`src/core/slpm_pkg.sv`:
```
// Constants, register map and state type for the serial line power mode control.
// Assumes a single 100 MHz clock and an APB register slave with 32-bit data.
package slpm_pkg;

    // ****************************************
    // Clock and timing
    // ****************************************
    localparam int CLK_PERIOD_NS   = 10;
    // Rail recovery after leaving power-down, least time, rounds up
    localparam int RECOVER_TIME_NS = 30000;
    localparam int RECOVER_CYCLES  = (RECOVER_TIME_NS + CLK_PERIOD_NS - 1) / CLK_PERIOD_NS;
    // Pump oscillator step period for a rate above 250 kHz, longest time, rounds down
    localparam int PUMP_STEP_NS    = 4000;
    localparam int PUMP_STEP_CYC   = PUMP_STEP_NS / CLK_PERIOD_NS;
    // Default standby entry delay in cycles
    localparam int STBY_CYC_DEF    = 1000;

    // ****************************************
    // Register map (byte addresses)
    // ****************************************
    localparam logic [11:0] ADDR_STATE = 12'h0_000;
    localparam logic [11:0] ADDR_STBY  = 12'h0_004;
    localparam logic [11:0] ADDR_ISTAT = 12'h0_008;
    localparam logic [11:0] ADDR_IMASK = 12'h0_00C;

    // State register fields
    localparam int ST_MODE_LSB   = 0;
    localparam int ST_PHASE_LSB  = 2;
    localparam int ST_PUMP_RUN   = 4;
    localparam int ST_RAILS_OK   = 5;
    localparam int ST_PRESENT    = 6;
    localparam int ST_VALID_LSB  = 7;
    localparam int ST_PDN_PIN    = 10;
    localparam int ST_WAKE_PIN   = 11;

    // Interrupt status and mask fields
    localparam int IRQ_W          = 4;
    localparam int IRQ_PRES_RISE  = 0;
    localparam int IRQ_PRES_FALL  = 1;
    localparam int IRQ_STBY_ENTRY = 2;
    localparam int IRQ_RAILS_OK   = 3;

    // Reset values
    localparam logic [IRQ_W-1:0] IMASK_RST = 4'h0;
    localparam logic [15:0]      STBY_RST  = 16'(STBY_CYC_DEF);

    // ****************************************
    // Pump phases and operating modes
    // ****************************************
    localparam logic [1:0] PH_NEG_STORE = 2'h0;
    localparam logic [1:0] PH_NEG_XFER  = 2'h1;
    localparam logic [1:0] PH_POS_STORE = 2'h2;
    localparam logic [1:0] PH_POS_XFER  = 2'h3;

    typedef enum logic [1:0] {
        MODE_DOWN,
        MODE_RECOVER,
        MODE_NORMAL,
        MODE_STANDBY
    } slpm_mode_t;

endpackage

```
`src/core/slpm_pump.sv`:
```
// Charge pump oscillator: four-phase sequencer with discontinuous run control.
// Assumes rail comparator levels arrive synchronous to mclk.
`timescale 1ns/10ps
module slpm_pump
    import slpm_pkg::*;
#(
    parameter int STEP_CYC = PUMP_STEP_CYC
) (
    // Clock and reset
    input  wire logic       mclk,
    input  wire logic       resetn,
    // Control and rail levels
    input  wire logic       pump_en,
    input  wire logic       rail_pos_ok,
    input  wire logic       rail_neg_ok,
    // Oscillator state
    output logic [1:0]      pump_phase,
    output logic            pump_run
);

    // ****************************************
    // Run decision and step timing
    // ****************************************
    logic [15:0] step_cnt;
    wire         rails_low  = ~(rail_pos_ok & rail_neg_ok);
    wire         step_done  = (step_cnt == 16'(STEP_CYC - 1));
    wire         pos_reg_ok = (pump_phase == PH_POS_XFER) & rail_pos_ok & rail_neg_ok;
    wire         stop_now   = ~pump_en | (step_done & pos_reg_ok);
    wire         start_now  = pump_en & rails_low & ~pump_run;

    // Oscillator enable and phase sequence
    always_ff @(posedge mclk or negedge resetn) begin
        if (!resetn) begin
            pump_run   <= 1'b0;
            pump_phase <= PH_NEG_STORE;
            step_cnt   <= 16'h0_000;
        end else if (stop_now) begin
            pump_run   <= 1'b0;
            pump_phase <= PH_NEG_STORE;
            step_cnt   <= 16'h0_000;
        end else if (start_now) begin
            pump_run   <= 1'b1;
        end else if (pump_run) begin
            step_cnt   <= step_done ? 16'h0_000 : step_cnt + 16'h0_001;
            if (step_done) begin
                pump_phase <= pump_phase + 2'h1;
            end
        end
    end

endmodule

```
`src/core/slpm_ctrl.sv`:
```
// Power mode control for a three-channel serial line transceiver, with APB registers.
// Assumes all pins synchronous to mclk; line validity comes from per-channel qualifiers.
//
// Design decisions made here: the register offsets and register access over APB.
`timescale 1ns/10ps
module slpm_ctrl
    import slpm_pkg::*;
#(
    parameter int CHANNELS = 3,
    parameter int STBY_CYC = STBY_CYC_DEF,
    parameter int STEP_CYC = PUMP_STEP_CYC
) (
    // Clock and reset
    input  wire logic                mclk,
    input  wire logic                resetn,
    // APB slave
    input  wire logic                psel,
    input  wire logic                penable,
    input  wire logic                pwrite,
    input  wire logic [11:0]         paddr,
    input  wire logic [31:0]         pwdata,
    output logic [31:0]              prdata,
    output logic                     pready,
    output logic                     pslverr,
    // Mode control pins
    input  wire logic                power_down_n,
    input  wire logic                wake_ctrl,
    // Host side logic
    input  wire logic [CHANNELS-1:0] driver_logic_in,
    output logic [CHANNELS-1:0]      receiver_logic_out,
    output logic [CHANNELS-1:0]      receiver_oe,
    // Line side
    input  wire logic [CHANNELS-1:0] line_receive_in,
    input  wire logic [CHANNELS-1:0] line_valid,
    output logic [CHANNELS-1:0]      line_drive_out,
    output logic [CHANNELS-1:0]      line_drive_oe,
    // Rail comparators and pump
    input  wire logic                rail_pos_ok,
    input  wire logic                rail_neg_ok,
    output logic [1:0]               pump_phase,
    output logic                     pump_run,
    output logic                     rails_valid,
    // Status and interrupt
    output logic                     line_present,
    output logic                     irq
);

    // ****************************************
    // Declarations
    // ****************************************
    slpm_mode_t          mode;
    slpm_mode_t          next_mode;
    logic [15:0]         rec_cnt;
    logic [15:0]         idle_cnt;
    logic [15:0]         stby_dly;
    logic [IRQ_W-1:0]    irq_stat;
    logic [IRQ_W-1:0]    irq_mask;
    logic                present_d;
    logic                rails_d;

    // ****************************************
    // Mode decisions
    // ****************************************
    // Automatic wake only while not forced down
    wire auto_wake   = ~wake_ctrl & power_down_n;
    wire forced_on   = wake_ctrl & power_down_n;
    wire rec_done    = (rec_cnt == 16'(RECOVER_CYCLES - 1));
    wire idle_over   = (idle_cnt >= stby_dly);
    wire idle_count  = (mode == MODE_NORMAL) & auto_wake & ~line_present;
    wire any_valid   = |line_valid;

    // Next operating mode
    always_comb begin
        next_mode = mode;
        if (!power_down_n) begin
            next_mode = MODE_DOWN;
        end else begin
            case (mode)
                MODE_DOWN: begin
                    next_mode = MODE_RECOVER;
                end
                MODE_RECOVER: begin
                    if (rec_done) begin
                        next_mode = MODE_NORMAL;
                    end
                end
                MODE_NORMAL: begin
                    if (forced_on) begin
                        next_mode = MODE_NORMAL;
                    end else if (line_present) begin
                        next_mode = MODE_NORMAL;
                    end else if (idle_over) begin
                        next_mode = MODE_STANDBY;
                    end
                end
                MODE_STANDBY: begin
                    if (line_present || !auto_wake) begin
                        next_mode = MODE_RECOVER;
                    end
                end
                default: begin
                    next_mode = MODE_DOWN;
                end
            endcase
        end
    end

    // Mode register
    always_ff @(posedge mclk or negedge resetn) begin
        if (!resetn) begin
            mode <= MODE_DOWN;
        end else begin
            mode <= next_mode;
        end
    end

    // Recovery timer, restarts on each entry
    always_ff @(posedge mclk or negedge resetn) begin
        if (!resetn) begin
            rec_cnt <= 16'h0_000;
        end else if (mode != MODE_RECOVER) begin
            rec_cnt <= 16'h0_000;
        end else if (!rec_done) begin
            rec_cnt <= rec_cnt + 16'h0_001;
        end
    end

    // Idle timer toward standby, saturating
    always_ff @(posedge mclk or negedge resetn) begin
        if (!resetn) begin
            idle_cnt <= 16'h0_000;
        end else if (!idle_count) begin
            idle_cnt <= 16'h0_000;
        end else if (!idle_over) begin
            idle_cnt <= idle_cnt + 16'h0_001;
        end
    end

    // ****************************************
    // Line presence and data paths
    // ****************************************
    // Presence follows the qualifiers in every mode
    always_ff @(posedge mclk or negedge resetn) begin
        if (!resetn) begin
            line_present <= 1'b0;
        end else begin
            line_present <= any_valid;
        end
    end

    // Output enables by mode
    wire drv_on = (mode == MODE_NORMAL);
    wire rcv_on = (mode != MODE_DOWN);

    // Inverting drivers and receivers, parked low while floated
    always_ff @(posedge mclk or negedge resetn) begin
        if (!resetn) begin
            line_drive_out     <= '0;
            line_drive_oe      <= '0;
            receiver_logic_out <= '0;
            receiver_oe        <= '0;
        end else begin
            line_drive_out     <= drv_on ? ~driver_logic_in : '0;
            line_drive_oe      <= {CHANNELS{drv_on}};
            receiver_logic_out <= rcv_on ? ~line_receive_in : '0;
            receiver_oe        <= {CHANNELS{rcv_on}};
        end
    end

    // Rails flagged valid only once recovery is complete
    always_ff @(posedge mclk or negedge resetn) begin
        if (!resetn) begin
            rails_valid <= 1'b0;
        end else begin
            rails_valid <= (next_mode == MODE_NORMAL);
        end
    end

    // ****************************************
    // Charge pump
    // ****************************************
    wire pump_en = (mode == MODE_RECOVER) | (mode == MODE_NORMAL);

    slpm_pump #(
        .STEP_CYC    (STEP_CYC)
    ) u_pump (
        .mclk        (mclk),
        .resetn      (resetn),
        .pump_en     (pump_en),
        .rail_pos_ok (rail_pos_ok),
        .rail_neg_ok (rail_neg_ok),
        .pump_phase  (pump_phase),
        .pump_run    (pump_run)
    );

    // ****************************************
    // Events and interrupt
    // ****************************************
    // Previous values for edge detection
    always_ff @(posedge mclk or negedge resetn) begin
        if (!resetn) begin
            present_d <= 1'b0;
            rails_d   <= 1'b0;
        end else begin
            present_d <= line_present;
            rails_d   <= rails_valid;
        end
    end

    wire [IRQ_W-1:0] irq_evt;
    assign irq_evt[IRQ_PRES_RISE]  = line_present & ~present_d;
    assign irq_evt[IRQ_PRES_FALL]  = ~line_present & present_d;
    assign irq_evt[IRQ_STBY_ENTRY] = (next_mode == MODE_STANDBY) & (mode != MODE_STANDBY);
    assign irq_evt[IRQ_RAILS_OK]   = rails_valid & ~rails_d;

    // ****************************************
    // APB slave
    // ****************************************
    wire setup_ph  = psel & ~penable;
    wire access_wr = psel & penable & pwrite;
    wire hit_state = (paddr == ADDR_STATE);
    wire hit_stby  = (paddr == ADDR_STBY);
    wire hit_istat = (paddr == ADDR_ISTAT);
    wire hit_imask = (paddr == ADDR_IMASK);
    wire hit_any   = hit_state | hit_stby | hit_istat | hit_imask;

    // State word as seen by software
    wire [31:0] state_word;
    assign state_word[ST_MODE_LSB +: 2]          = mode;
    assign state_word[ST_PHASE_LSB +: 2]         = pump_phase;
    assign state_word[ST_PUMP_RUN]               = pump_run;
    assign state_word[ST_RAILS_OK]               = rails_valid;
    assign state_word[ST_PRESENT]                = line_present;
    assign state_word[ST_VALID_LSB +: CHANNELS]  = line_valid;
    assign state_word[ST_PDN_PIN]                = power_down_n;
    assign state_word[ST_WAKE_PIN]               = wake_ctrl;
    assign state_word[31:ST_WAKE_PIN+1]          = '0;

    // Read mux, unmapped reads as zero
    wire [31:0] rd_word = hit_state ? state_word :
                          hit_stby  ? {16'h0_000, stby_dly} :
                          hit_istat ? {{(32-IRQ_W){1'b0}}, irq_stat} :
                          hit_imask ? {{(32-IRQ_W){1'b0}}, irq_mask} :
                          32'h0000_0000;

    // Zero-wait answer in the access phase
    assign pready = 1'b1;

    // Read data and error captured during setup
    always_ff @(posedge mclk or negedge resetn) begin
        if (!resetn) begin
            prdata  <= 32'h0000_0000;
            pslverr <= 1'b0;
        end else if (setup_ph) begin
            prdata  <= pwrite ? 32'h0000_0000 : rd_word;
            pslverr <= ~hit_any;
        end
    end

    // Writable configuration
    always_ff @(posedge mclk or negedge resetn) begin
        if (!resetn) begin
            stby_dly <= STBY_RST;
            irq_mask <= IMASK_RST;
        end else if (access_wr) begin
            if (hit_stby) begin
                stby_dly <= pwdata[15:0];
            end
            if (hit_imask) begin
                irq_mask <= pwdata[IRQ_W-1:0];
            end
        end
    end

    // Sticky status, write one to clear, set wins over clear
    wire [IRQ_W-1:0] irq_clr = (access_wr & hit_istat) ? pwdata[IRQ_W-1:0] : '0;

    always_ff @(posedge mclk or negedge resetn) begin
        if (!resetn) begin
            irq_stat <= '0;
        end else begin
            irq_stat <= (irq_stat & ~irq_clr) | irq_evt;
        end
    end

    // Level interrupt from unmasked sticky bits
    always_ff @(posedge mclk or negedge resetn) begin
        if (!resetn) begin
            irq <= 1'b0;
        end else begin
            irq <= |(((irq_stat & ~irq_clr) | irq_evt) & irq_mask);
        end
    end

endmodule

```
`config.mk`:
```
export PLATFORM = sky130hd
export DESIGN_NAME = slpm_ctrl
export DESIGN_NICKNAME = d
export VERILOG_FILES = /design/src/core/slpm_pkg.sv /design/src/core/slpm_pump.sv /design/src/core/slpm_ctrl.sv
export SDC_FILE = /design/constraint.sdc
export NUM_CORES = 1
export LEC_CHECK = 0
export ABC_AREA = 1
export BUFFER_PORTS_ARGS = -buffer_cell sky130_fd_sc_hd__buf_2
export CELL_PAD_IN_SITES_DETAIL_PLACEMENT = 1
export CELL_PAD_IN_SITES_GLOBAL_PLACEMENT = 2
export CORE_ASPECT_RATIO = 1.4
export CORE_MARGIN = 2
export CORE_UTILIZATION = 30
export DETAILED_ROUTE_END_ITERATION = 7
export GPL_TIMING_DRIVEN = 0
export PLACE_DENSITY_LB_ADDON = 0.25
export SYNTH_ARGS = -nofsm -noshare
export SYNTH_HDL_FRONTEND = slang
export SYNTH_SLANG_ARGS = --single-unit
```
`constraint.sdc`:
```
create_clock -name mclk -period 2.15 [get_ports mclk]
set_clock_uncertainty 0.05 [all_clocks]
set_input_delay 0.43 -clock mclk [delete_from_list [all_inputs] [get_ports mclk]]
set_output_delay 0.43 -clock mclk [all_outputs]
set_load 0.02 [all_outputs]
```
Yosys cells after proc, flatten, opt, wreduce, memory -nomap -nowiden
Index checks and enable logic that the tools add are counted.

Add/sub/neg operators: 4. Multipliers: 0. Divide/modulo/power cells: 0. Magnitude comparators: 1. Equality and inequality tests: 16. Shift-type cells: 0. Muxes and demuxes: 29. Bitwise operators: 38. Reductions and logical operators: 14.

Operator list (count): $mux W16 (11); $add A16 B1 Y16 const B (3); $eq A12 B4 Y1 const B (2); $mux W2 (10); $and A1 B1 Y1 (18); $eq A16 B12 Y1 const B (1); $eq A16 B9 Y1 const B (1); $ge A16 B16 Y1 (1); $eq A12 B3 Y1 const B (1); $logic_not A12 Y1 (1); $mux W4 (3); $eq A2 B2 Y1 const B (5); $not A1 Y1 (9); $and A4 B4 Y4 (2); $pmux W2 S4 (1); $reduce_bool A2 Y1 (4); $mux W3 (2); $ne A2 B1 Y1 const B (3); $not A3 Y3 (2); $reduce_and A2 Y1 (3); $or A1 B1 Y1 (5); $ne A2 B2 Y1 const B (2); $not A4 Y4 (1); $or A4 B4 Y4 (1); 9 further kinds (10).

Flip-flop bits (word level): 123. Bits in latches: 0. RAM bits: 0. Memory bits (read-only): 0. Input bits: 62. Output and inout bits: 52. Memories kept: 0.

Depth between registers and ports, before layout
Gate-level depths: netlist of the first run.

Depth after elaboration: 12. Gate-level depth with buffers: 17. Mapped depth without buffers: 17.

By module
A second synthesis of the first run with hierarchy kept.

Cell total of the unflattened synthesis: 754. Area, all modules: 6269.8 um^2.

By module, submodules not included: slpm_ctrl (times used 1, cells an instance 556, area each 4911.0 um^2, seq. area each 2209.6 um^2); slpm_pump (times used 1, cells an instance 198, area each 1358.8 um^2, seq. area each 475.5 um^2).

Worst setup path before layout of the first run
OpenSTA, ideal clock, no wires.

Kind: reg-to-reg. Start point: reg stby_dly[5]. End point: reg idle_cnt[9]. Setup time: 77 ps. Data arrival time: 1771 ps. Setup slack: 252 ps. Stages on the path, launching flop included: 15. Path buffers: 1. Period minus slack after synthesis: 1898 ps. Cell sequence: dfstp_2 > inv_1 > ha_1 > nand2_1 > nand2_1 > nand2_1 > nand2_1 > nor2_1 > nand2_1 > nand2_1 > nand2_1 > nand2_1 > clkbuf_1 > nand2_1 > a21oi_1.

Word-level cells in the longest chain between the ends: 2.

RTL lines: from (decl) (RTL line slpm_ctrl.sv:55) `logic [15:0] stby_dly;`; from (signal assigned) (RTL line slpm_ctrl.sv:267) `stby_dly <= pwdata[15:0];`; $ge A16 B16 Y1 (RTL line slpm_ctrl.sv:68) `wire idle_over = (idle_cnt >= stby_dly);`; $ne A2 B2 Y1 (no line); to (signal assigned) (RTL line slpm_ctrl.sv:135) `idle_cnt <= idle_cnt + 16'h0_001;`; to (decl) (RTL line slpm_ctrl.sv:54) `logic [15:0] idle_cnt;`.

No other way between the ends. A chain may end at the register's enable or synchronous reset.

Worst setup path after layout of the first run
Start point: reg stby_dly[5]. End point: reg idle_cnt[10].

Same word-level chain as after synthesis.

==> results of run 1 <==
==> worst reg2reg max path, cell delays in order, from the launching register on <==
cell and delay, ns:
dfstp_2 0.53, inv_2 0.05, ha_4 0.27, nand2_1 0.05
inv_1 0.07, nand2_2 0.06, nor2_1 0.10, nor2_1 0.05
nand2_1 0.07, nand2_2 0.07, nand2_4 0.12, nand2_4 0.08
buf_2 0.17, nand2_1 0.06, o21ai_0 0.07
==> layout by cell type, fill, tap and decap left out, types with 11 or more instances in the layout <==
cell type	instances
inv_1	96
nor2_1	61
nand2_1	116
nand3_1	45
dfrtp_1	99
o21ai_1	12
conb_1	17
nand4_1	11
ha_1	20
buf_2	84
a21oi_1	46
o21ai_0	49
nor3_1	16
buf_4	23
==> sequential cells by signal, summed over array words and instances, names as in the netlist, 2 cells and up <==
| signal | flops |
|---|---|
| mode | 2 |
| idle_cnt | 16 |
| line_drive_out | 3 |
| u_pump.pump_phase | 2 |
| stby_dly | 16 |
| prdata | 16 |
| irq_mask | 4 |
| irq_stat | 4 |
| u_pump.step_cnt | 16 |
| rec_cnt | 16 |
| receiver_logic_out | 3 |
==> metal layers <==
layer | up-vias | GRT usage, % | wire length [um]
met4 | 0 | 5.70 | 302
met1 | 2560 | 20.2 | 6940
li1 | 2548 | - | -
met3 | 19 | 2.55 | 518
met5 | - | 0 | 0
met2 | 76 | 34.1 | 9840
==> cells by family after synthesis <==
logic type | after synthesis
flip-flops | 107
buffers and inverters | 140
AO/OA/AOI/OAI | 139
AND/OR/NAND/NOR | 294
XOR/XNOR | 11
other | 2
adder cells (fa/ha/maj) | 25
==> path summary, 6_finish.rpt <==
check	start	to	slack, ns	depth (start not counted)
min reg2reg	rails_valid	rails_d	0.36	0
min in group asynchronous	resetn	rec_cnt[3]	0.48	2
min	line_receive_in[0]	receiver_logic_out[0]	0.17	2
max reg2reg	stby_dly[5]	idle_cnt[10]	0.17	14
max in group asynchronous	resetn	stby_dly[7]	0.84	3
max	stby_dly[5]	idle_cnt[10]	0.17	14
==> synth_stat cells, drive strengths merged <==
cell	instances	area share, %
nand3	47	4.1
o211ai	1	0.13
ha	25	5.3
clkbuf	6	0.38
and3	1	0.11
conb	2	0.13
nor4	13	1.8
xor2	10	1.5
a21oi	46	3.9
nor3	20	2.0
dfstp	6	2.7
a211oi	3	0.38
nor2	71	4.9
nand2	131	9.0
o21ai	62	5.3
o22ai	4	0.43
o2111ai	1	0.15
o221ai	3	0.45
xnor2	1	0.15
a31oi	4	0.43
nand4	11	1.2
a22o	5	0.75
o21a	3	0.38
inv	106	6.8
o31ai	4	0.51
a32o	3	0.51
dfrtp	101	43
buf	28	3.4
==> stage by stage <==
stage               power [W]  utilization, %  setup TNS [ns]
floorplan             0.00237               -               0
global placement      0.00255            34.6          -80.59
detailed placement    0.00257            34.7           -1.33
CTS                   0.00430            36.4               0
global route          0.00444            37.2               0
finish                0.00423            37.2               0
==> timing repair <==
action                                  in CTS  in global routing
pin swaps                                    0                  6
resized for setup                            4                 41
buffers inserted                             0                  1
hold buffers                                 1                  0
endpoints found under the setup margin      14                 25
gates cloned                                 0                  1
endpoints found under the hold margin       27                  0
==> cell type report <==
cell class	count	share of cell area (%)
buffer	34	3.34
clock buffer	11	3.27
clock inverter	5	0.879
inverter	106	5.59
multi-input combinational	486	38.4
sequential	107	37.8
tap	248	4.36
timing repair buffer	84	6.42
==> power groups by stage <==
stage / clock [W] / sequential [W] / combinational (W)
after floorplan: 0 / 0.00215 / 0.000220
after global placement: 0 / 0.00214 / 0.000414
after detailed placement: 0 / 0.00214 / 0.000433
after CTS: 0.00176 / 0.00210 / 0.000435
after global routing: 0.00185 / 0.00211 / 0.000481
final: 0.00171 / 0.00210 / 0.000426
==> results by group, run 1 <==
Worst setup path
  • Critical Path Fanout Max: 5
  • Buf/Inv on CP: 3
  • Most frequent CP cell: nand2_1
  • Crit-path slowest cell: dfstp_2
  • Worst Setup Start Kind: register
  • Setup CP Type: register to register
  • Worst path max stage delay: around 0.53 ns
  • WP data required: between 2 and 2.5 ns
  • Worst path cell trace: inv_2 -> ha_4 -> nand2_1 -> inv_1 -> nand2_2 -> nor2_1 -> nor2_1 -> nand2_1 -> nand2_2 -> nand2_4 -> nand2_4 -> buf_2 -> nand2_1 -> o21ai_0
  • Cell family with most CP delay: simple AND/OR/NAND/NOR gates
  • Crit end category: register
  • WP data arrival: around 2.2 ns

GRT
  • Vias in the first global route: around 5.6k
  • Largest net degree at the start of global routing: 81
  • Grt ovf: 0
  • Total global-route track usage: between 15 and 20%
  • First-pass GRT wire length: 28,900 um
  • Antenna violations before repair: 0

Drt
  • Routed len/inst: approximately 16 um
  • Remaining antenna violation count: 0
  • Pre-antenna DRT Iters: 4
  • Vias per cell: 4.81
  • DRC violations left: 0
  • Total Routed Length: around 18,000 um
  • Vias: 5,203
  • Drt initial violations: 172

Synthesis
  • Synthesized-area fraction occupied by xor and xnor cells: ~1.6%
  • Post-synthesis adder-cell area fraction: 5.35%
  • Mapped Area: slightly below 6000 um2
  • Synth Area in Compound Gates: 13.4%
  • Synth Area in Simple Gates: 23.0%
  • Synth cell types: 41
  • Syn avg cell area: between 8 and 9 um2
  • Mux contribution to synthesized area: 0%
  • Syn Inst Count: 718
  • Register area share after synthesis: 45.9%
  • Post-synthesis register bit count: approximately 110
  • Main combinational cell family by area after synthesis: simple AND/OR/NAND/NOR gates
  • Number of synthesis warnings: 0

STA
  • Final setup violation count: 0
  • RSZ-0062 raised after global routing: false
  • Final hold slack: about 0.17 ns
  • Crit share post-route: between 90% and 100%
  • Minimum clock period: about 2.0 ns
  • Max Fclk: ~500 MHz
  • Worst setup margin: 0.165 ns
  • Hold violation total from the final report: 0
  • Max-slew violation count: 0
  • Slew margin rel.: between 60% and 70%
  • Actual slew at the worst max-slew pin: approximately 0.53 ns

CTS
  • Clock buffer depth: 2
  • Max H-tree Level: 3
  • Later-pin clock latency in the skew report: approximately 0.36 ns
  • CTS tree: built
  • Clk pin slew, worst setup/hold paths: approximately 0.070 ns
  • Num Clock Sinks: 107
  • CTS Buf Count: 9
  • Clk root buf: clkbuf_16

Place
  • Gp weighted congestion: around 0.8
  • Placed cell areas: around 6700 um2
  • Setup WS pre-CTS: -0.193 ns
  • Placed insts: between 1k and 1.5k
  • HPWL after DPL: around 14,000 um
  • PortBufs: 80

Power
  • Leak: between 3 and 4 nW
  • Clock share of power: 40.4%
  • Cell Pwr Density: a little under 600 nW/um2
  • Sw Share: between 20% and 30%
  • Switch Pwr: 0.00112 W
  • Cell-internal power: approximately 0.0031 W
  • Combinational share of power: 10.1%
  • Sequential fraction of design power: 49.6%
  • Max VDD drop: 0.000352 V

Floorplan
  • CORE AREA: roughly 19,000 um2
  • Placement row count: 60
  • Overall die area: 20,700 um2
  • Die Wd: roughly 120 um
  • Initial Util: between 30% and 40%
  • Die Y: between 150 and 200 um
  • IO Pins: 114

Layout
  • Finished Layout Cells: around 1.1k
  • Fraction of layout cells with a size suffix above 1: 22.1%
  • FF/Latch Area: ~2700 um2
  • Finished Cell Area: between 7000 and 8000 um2
  • Filler instances: between 2k and 2.5k
  • Nets: slightly above 900
  • Synthesis-to-layout area growth: 21.7%
  • Number of diodes: 0
  • Footprint of the multi-input gates: 2730 um2

Hold path
  • Hold crit path type: input pin to register

Outcome
  • Status: completed

Run
  • # Max-Cap Violations: 0
No activity file was read; power rests on OpenSTA's default activity.
==> inputs of run 2 (changes only) <==
Settings changed: CORE_ASPECT_RATIO 1.4 to 0.8.
==> run 2 against run 1 <==
  * Setup slack got worse by 0.027 ns
  * Cell area increased by 1.5%
  * Routed wire length decreased by 1.2%
  * Global-route usage decreased by 0.87 points
  * Combinational power increased by 4%
  * Clock power increased by 7%
  * First-iteration DRC count increased by 27%
  * Sequential power about the same
  * Via count increased by 0.58%
  * Total power increased by 3.3%
  * Non-clock buffer count increased by 2
  * Largest cell class unchanged
==> results by group, run 2 (same netlist as run 1, synthesis figures left out) <==
Layout
  • Synthesis-to-layout area growth: 23.4%
  • Finished Layout Cells: 1,093 (+1.1%)
  • Most frequent cells in the layout: nand2_1 (115), dfrtp_1 (100), inv_1 (97), buf_2 (84), nor2_1 (61)
  • Most common cell after layout, fill and taps aside: nand2_1
  • Nets: 917 (+0.22%)
  • Fraction of layout cells with a size suffix above 1: 23.1% (+1.0 points)
  • Number of diodes: 0 (unchanged)
  • Filler instances: 2,346 (-0.93%)

GRT
  • Grt ovf: 0 (unchanged)
  • Largest net degree at the start of global routing: 63 (-22%)
  • Total global-route track usage: 17.1% (-0.87 points)
  • Vias in the first global route: 5,439 (-2.8%)
  • First-pass GRT wire length: 27,900 um (-3.4%)
  • Antenna violations before repair: 0 (unchanged)

Place
  • Placed insts: 1,072 (+0.94%)
  • Gp weighted congestion: 0.803 (-1.2%)
  • HPWL after DPL: 13,400 um (-3.9%)
  • PortBufs: 80 (unchanged)

CTS
  • CTS Buf Count: 9 (unchanged)
  • Num Clock Sinks: 107 (unchanged)
  • Clock buffer depth: 2 (unchanged)
  • CTS tree: built
  • Clk pin slew, worst setup/hold paths: 0.07 ns (about the same)
  • Later-pin clock latency in the skew report: 0.36 ns (about the same)
  • Clk root buf: clkbuf_16
  • Max H-tree Level: 3 (unchanged)

STA
  • Max Fclk: 497 MHz (-1.3%)
  • Crit share post-route: 93.6% (+1.2 points)
  • Max-slew violation count: 0 (unchanged)
  • Minimum clock period: 2.01 ns (+0.0267 ns)
  • Setup tns final: 0 ns (unchanged)
  • Actual slew at the worst max-slew pin: 0.611 ns (+0.0839 ns)
  • Slew margin rel.: 59.3% (-5.6 points)
  • Final hold slack: 0.161 ns (-0.00559 ns)
  • Hold violation total from the final report: 0 (unchanged)
  • Final setup violation count: 0 (unchanged)

Hold path
  • HP Start: line_receive_in[1]
  • Hold crit path type: input pin to register

Floorplan
  • Overall die area: 20,600 um2 (about the same)
  • IO Pins: 114 (unchanged)
  • Die Wd: 160 um (+31%)
  • Initial Util: 30.7% (+0.18 points)
  • Placement row count: 45 (-25%)
  • CORE AREA: 19,000 um2 (-0.59%)
  • Die Y: 129 um (-24%)

Power
  • Pwr Total: 0.00437 W (+3.3%)
  • Leak: 3.51 nW (+1.1%)
  • Max VDD drop: 0.000337 V (-4.3%)
  • Cell Pwr Density: 605 nW/um2 (+1.8%)

Worst setup path
  • Critical Path Fanout Max: 5 (unchanged)
  • Crit end category: register
  • Critical path depth: 13 (-1)
  • Most frequent CP cell: nand2_1
  • R2R Path Start: stby_dly[3]
  • WP data arrival: 2.23 ns (+0.06 ns)
  • R2R setup slack: 0.14 ns (-0.03 ns)
  • Crit Reg-Reg Endpoint: idle_cnt[0]
  • Setup CP Type: register to register
  • Crit path from: stby_dly[3]
  • Worst reg2reg path depth: 13 (-1)
  • Crit-path slowest cell: dfstp_2
  • Cell family with most CP delay: simple AND/OR/NAND/NOR gates
  • Crit path capture: idle_cnt[0]
  • Worst path max stage delay: 0.54 ns (about the same)
  • WP data required: 2.37 ns (+0.03 ns)
  • Worst Setup Start Kind: register
  • Buf/Inv on CP: 3 (unchanged)
  • Worst path cell trace: inv_2 -> ha_4 -> nand2_1 -> inv_1 -> nand2_1 -> nand2_1 -> nand2_1 -> nand2_1 -> nand2_2 -> nand2_4 -> nand2_4 -> buf_2 -> o21ai_0

Drt
  • Vias: 5,233 (+0.58%)
  • Routed len/inst: 15.9 um (-2.3%)
  • Drt initial violations: 218 (+27%)
  • Pre-antenna DRT Iters: 4 (unchanged)
  • DRC violations left: 0 (unchanged)
  • Remaining antenna violation count: 0 (unchanged)
  • Vias per cell: 4.79 (-0.53%)
  • Total Routed Length: 17,400 um (-1.2%)

Run
  • # Max-Cap Violations: 0 (unchanged)

Outcome
  • Status: completed
run 2: changes by cell type in the layout (fill, tap and decap cells not counted), moves of 2 or more:
cell / delta
nand3_1: -2
clkbuf_1: -2
nor2_4: +2
nor2_2: -2
buf_4: +2
o21ai_1: -2
run 2: per-stage QoR:
step	worst slack (ns)	cell area, um2	util, %
6_report	0.139	7220	37.9
3_3_place_gp	-0.815	6630	34.8
4_1_cts	0.00566	7020	36.9
5_1_grt	-0.0222	7220	37.9
3_5_place_dp	-0.194	6660	35.0
2_1_floorplan	0.252	5910	-
run 2: layout make-up:
type / count / area (um2) / area share, %
Multi-Input combinational cell: 486 / 2780 / 38.5
Inverter: 106 / 398 / 5.51
Timing Repair Buffer: 86 / 472 / 6.53
Clock buffer: 9 / 225 / 3.12
Tap cell: 258 / 323 / 4.47
Sequential cell: 107 / 2690 / 37.2
Clock inverter: 7 / 98.8 / 1.37
Buffer: 34 / 241 / 3.34
run 2: metal layers:
layer,vias up,routed length [um],GRT usage [%]
met5,-,0,0
met4,0,223,3.87
met3,14,375,3.13
met2,63,8290,28.9
met1,2599,8490,22.9
li1,2557,-,-
run 2: worst min-delay path by stage:
stage | to | slack, ns | depth (start not counted)
5_1_grt | receiver_logic_out[0] | 0.16 | 2
3_3_place_gp | rec_cnt[15] | 0.41 | 1
2_1_floorplan | idle_cnt[0] | 0.08 | 0
3_5_place_dp | rec_cnt[10] | 0.36 | 1
6_report | receiver_logic_out[1] | 0.16 | 2
4_1_cts | receiver_logic_out[1] | 0.15 | 2
run 2: power breakdown:
group | internal (W) | total [W] | switching (W) | leakage (nW)
Combinational | 0.000155 | 0.000443 | 0.000288 | 1.96
Sequential | 0.00205 | 0.00209 | 0.0000439 | 1.39
Clock | 0.00103 | 0.00183 | 0.000802 | 0.156
run 2: repair_timing:
item	4_1_cts	5_1_grt
pin swaps	0	14
endpoints found under the hold margin	41	0
endpoints found under the setup margin	16	21
hold buffers	1	0
resized for setup	7	45
cloned	0	1
setup buffers	0	3
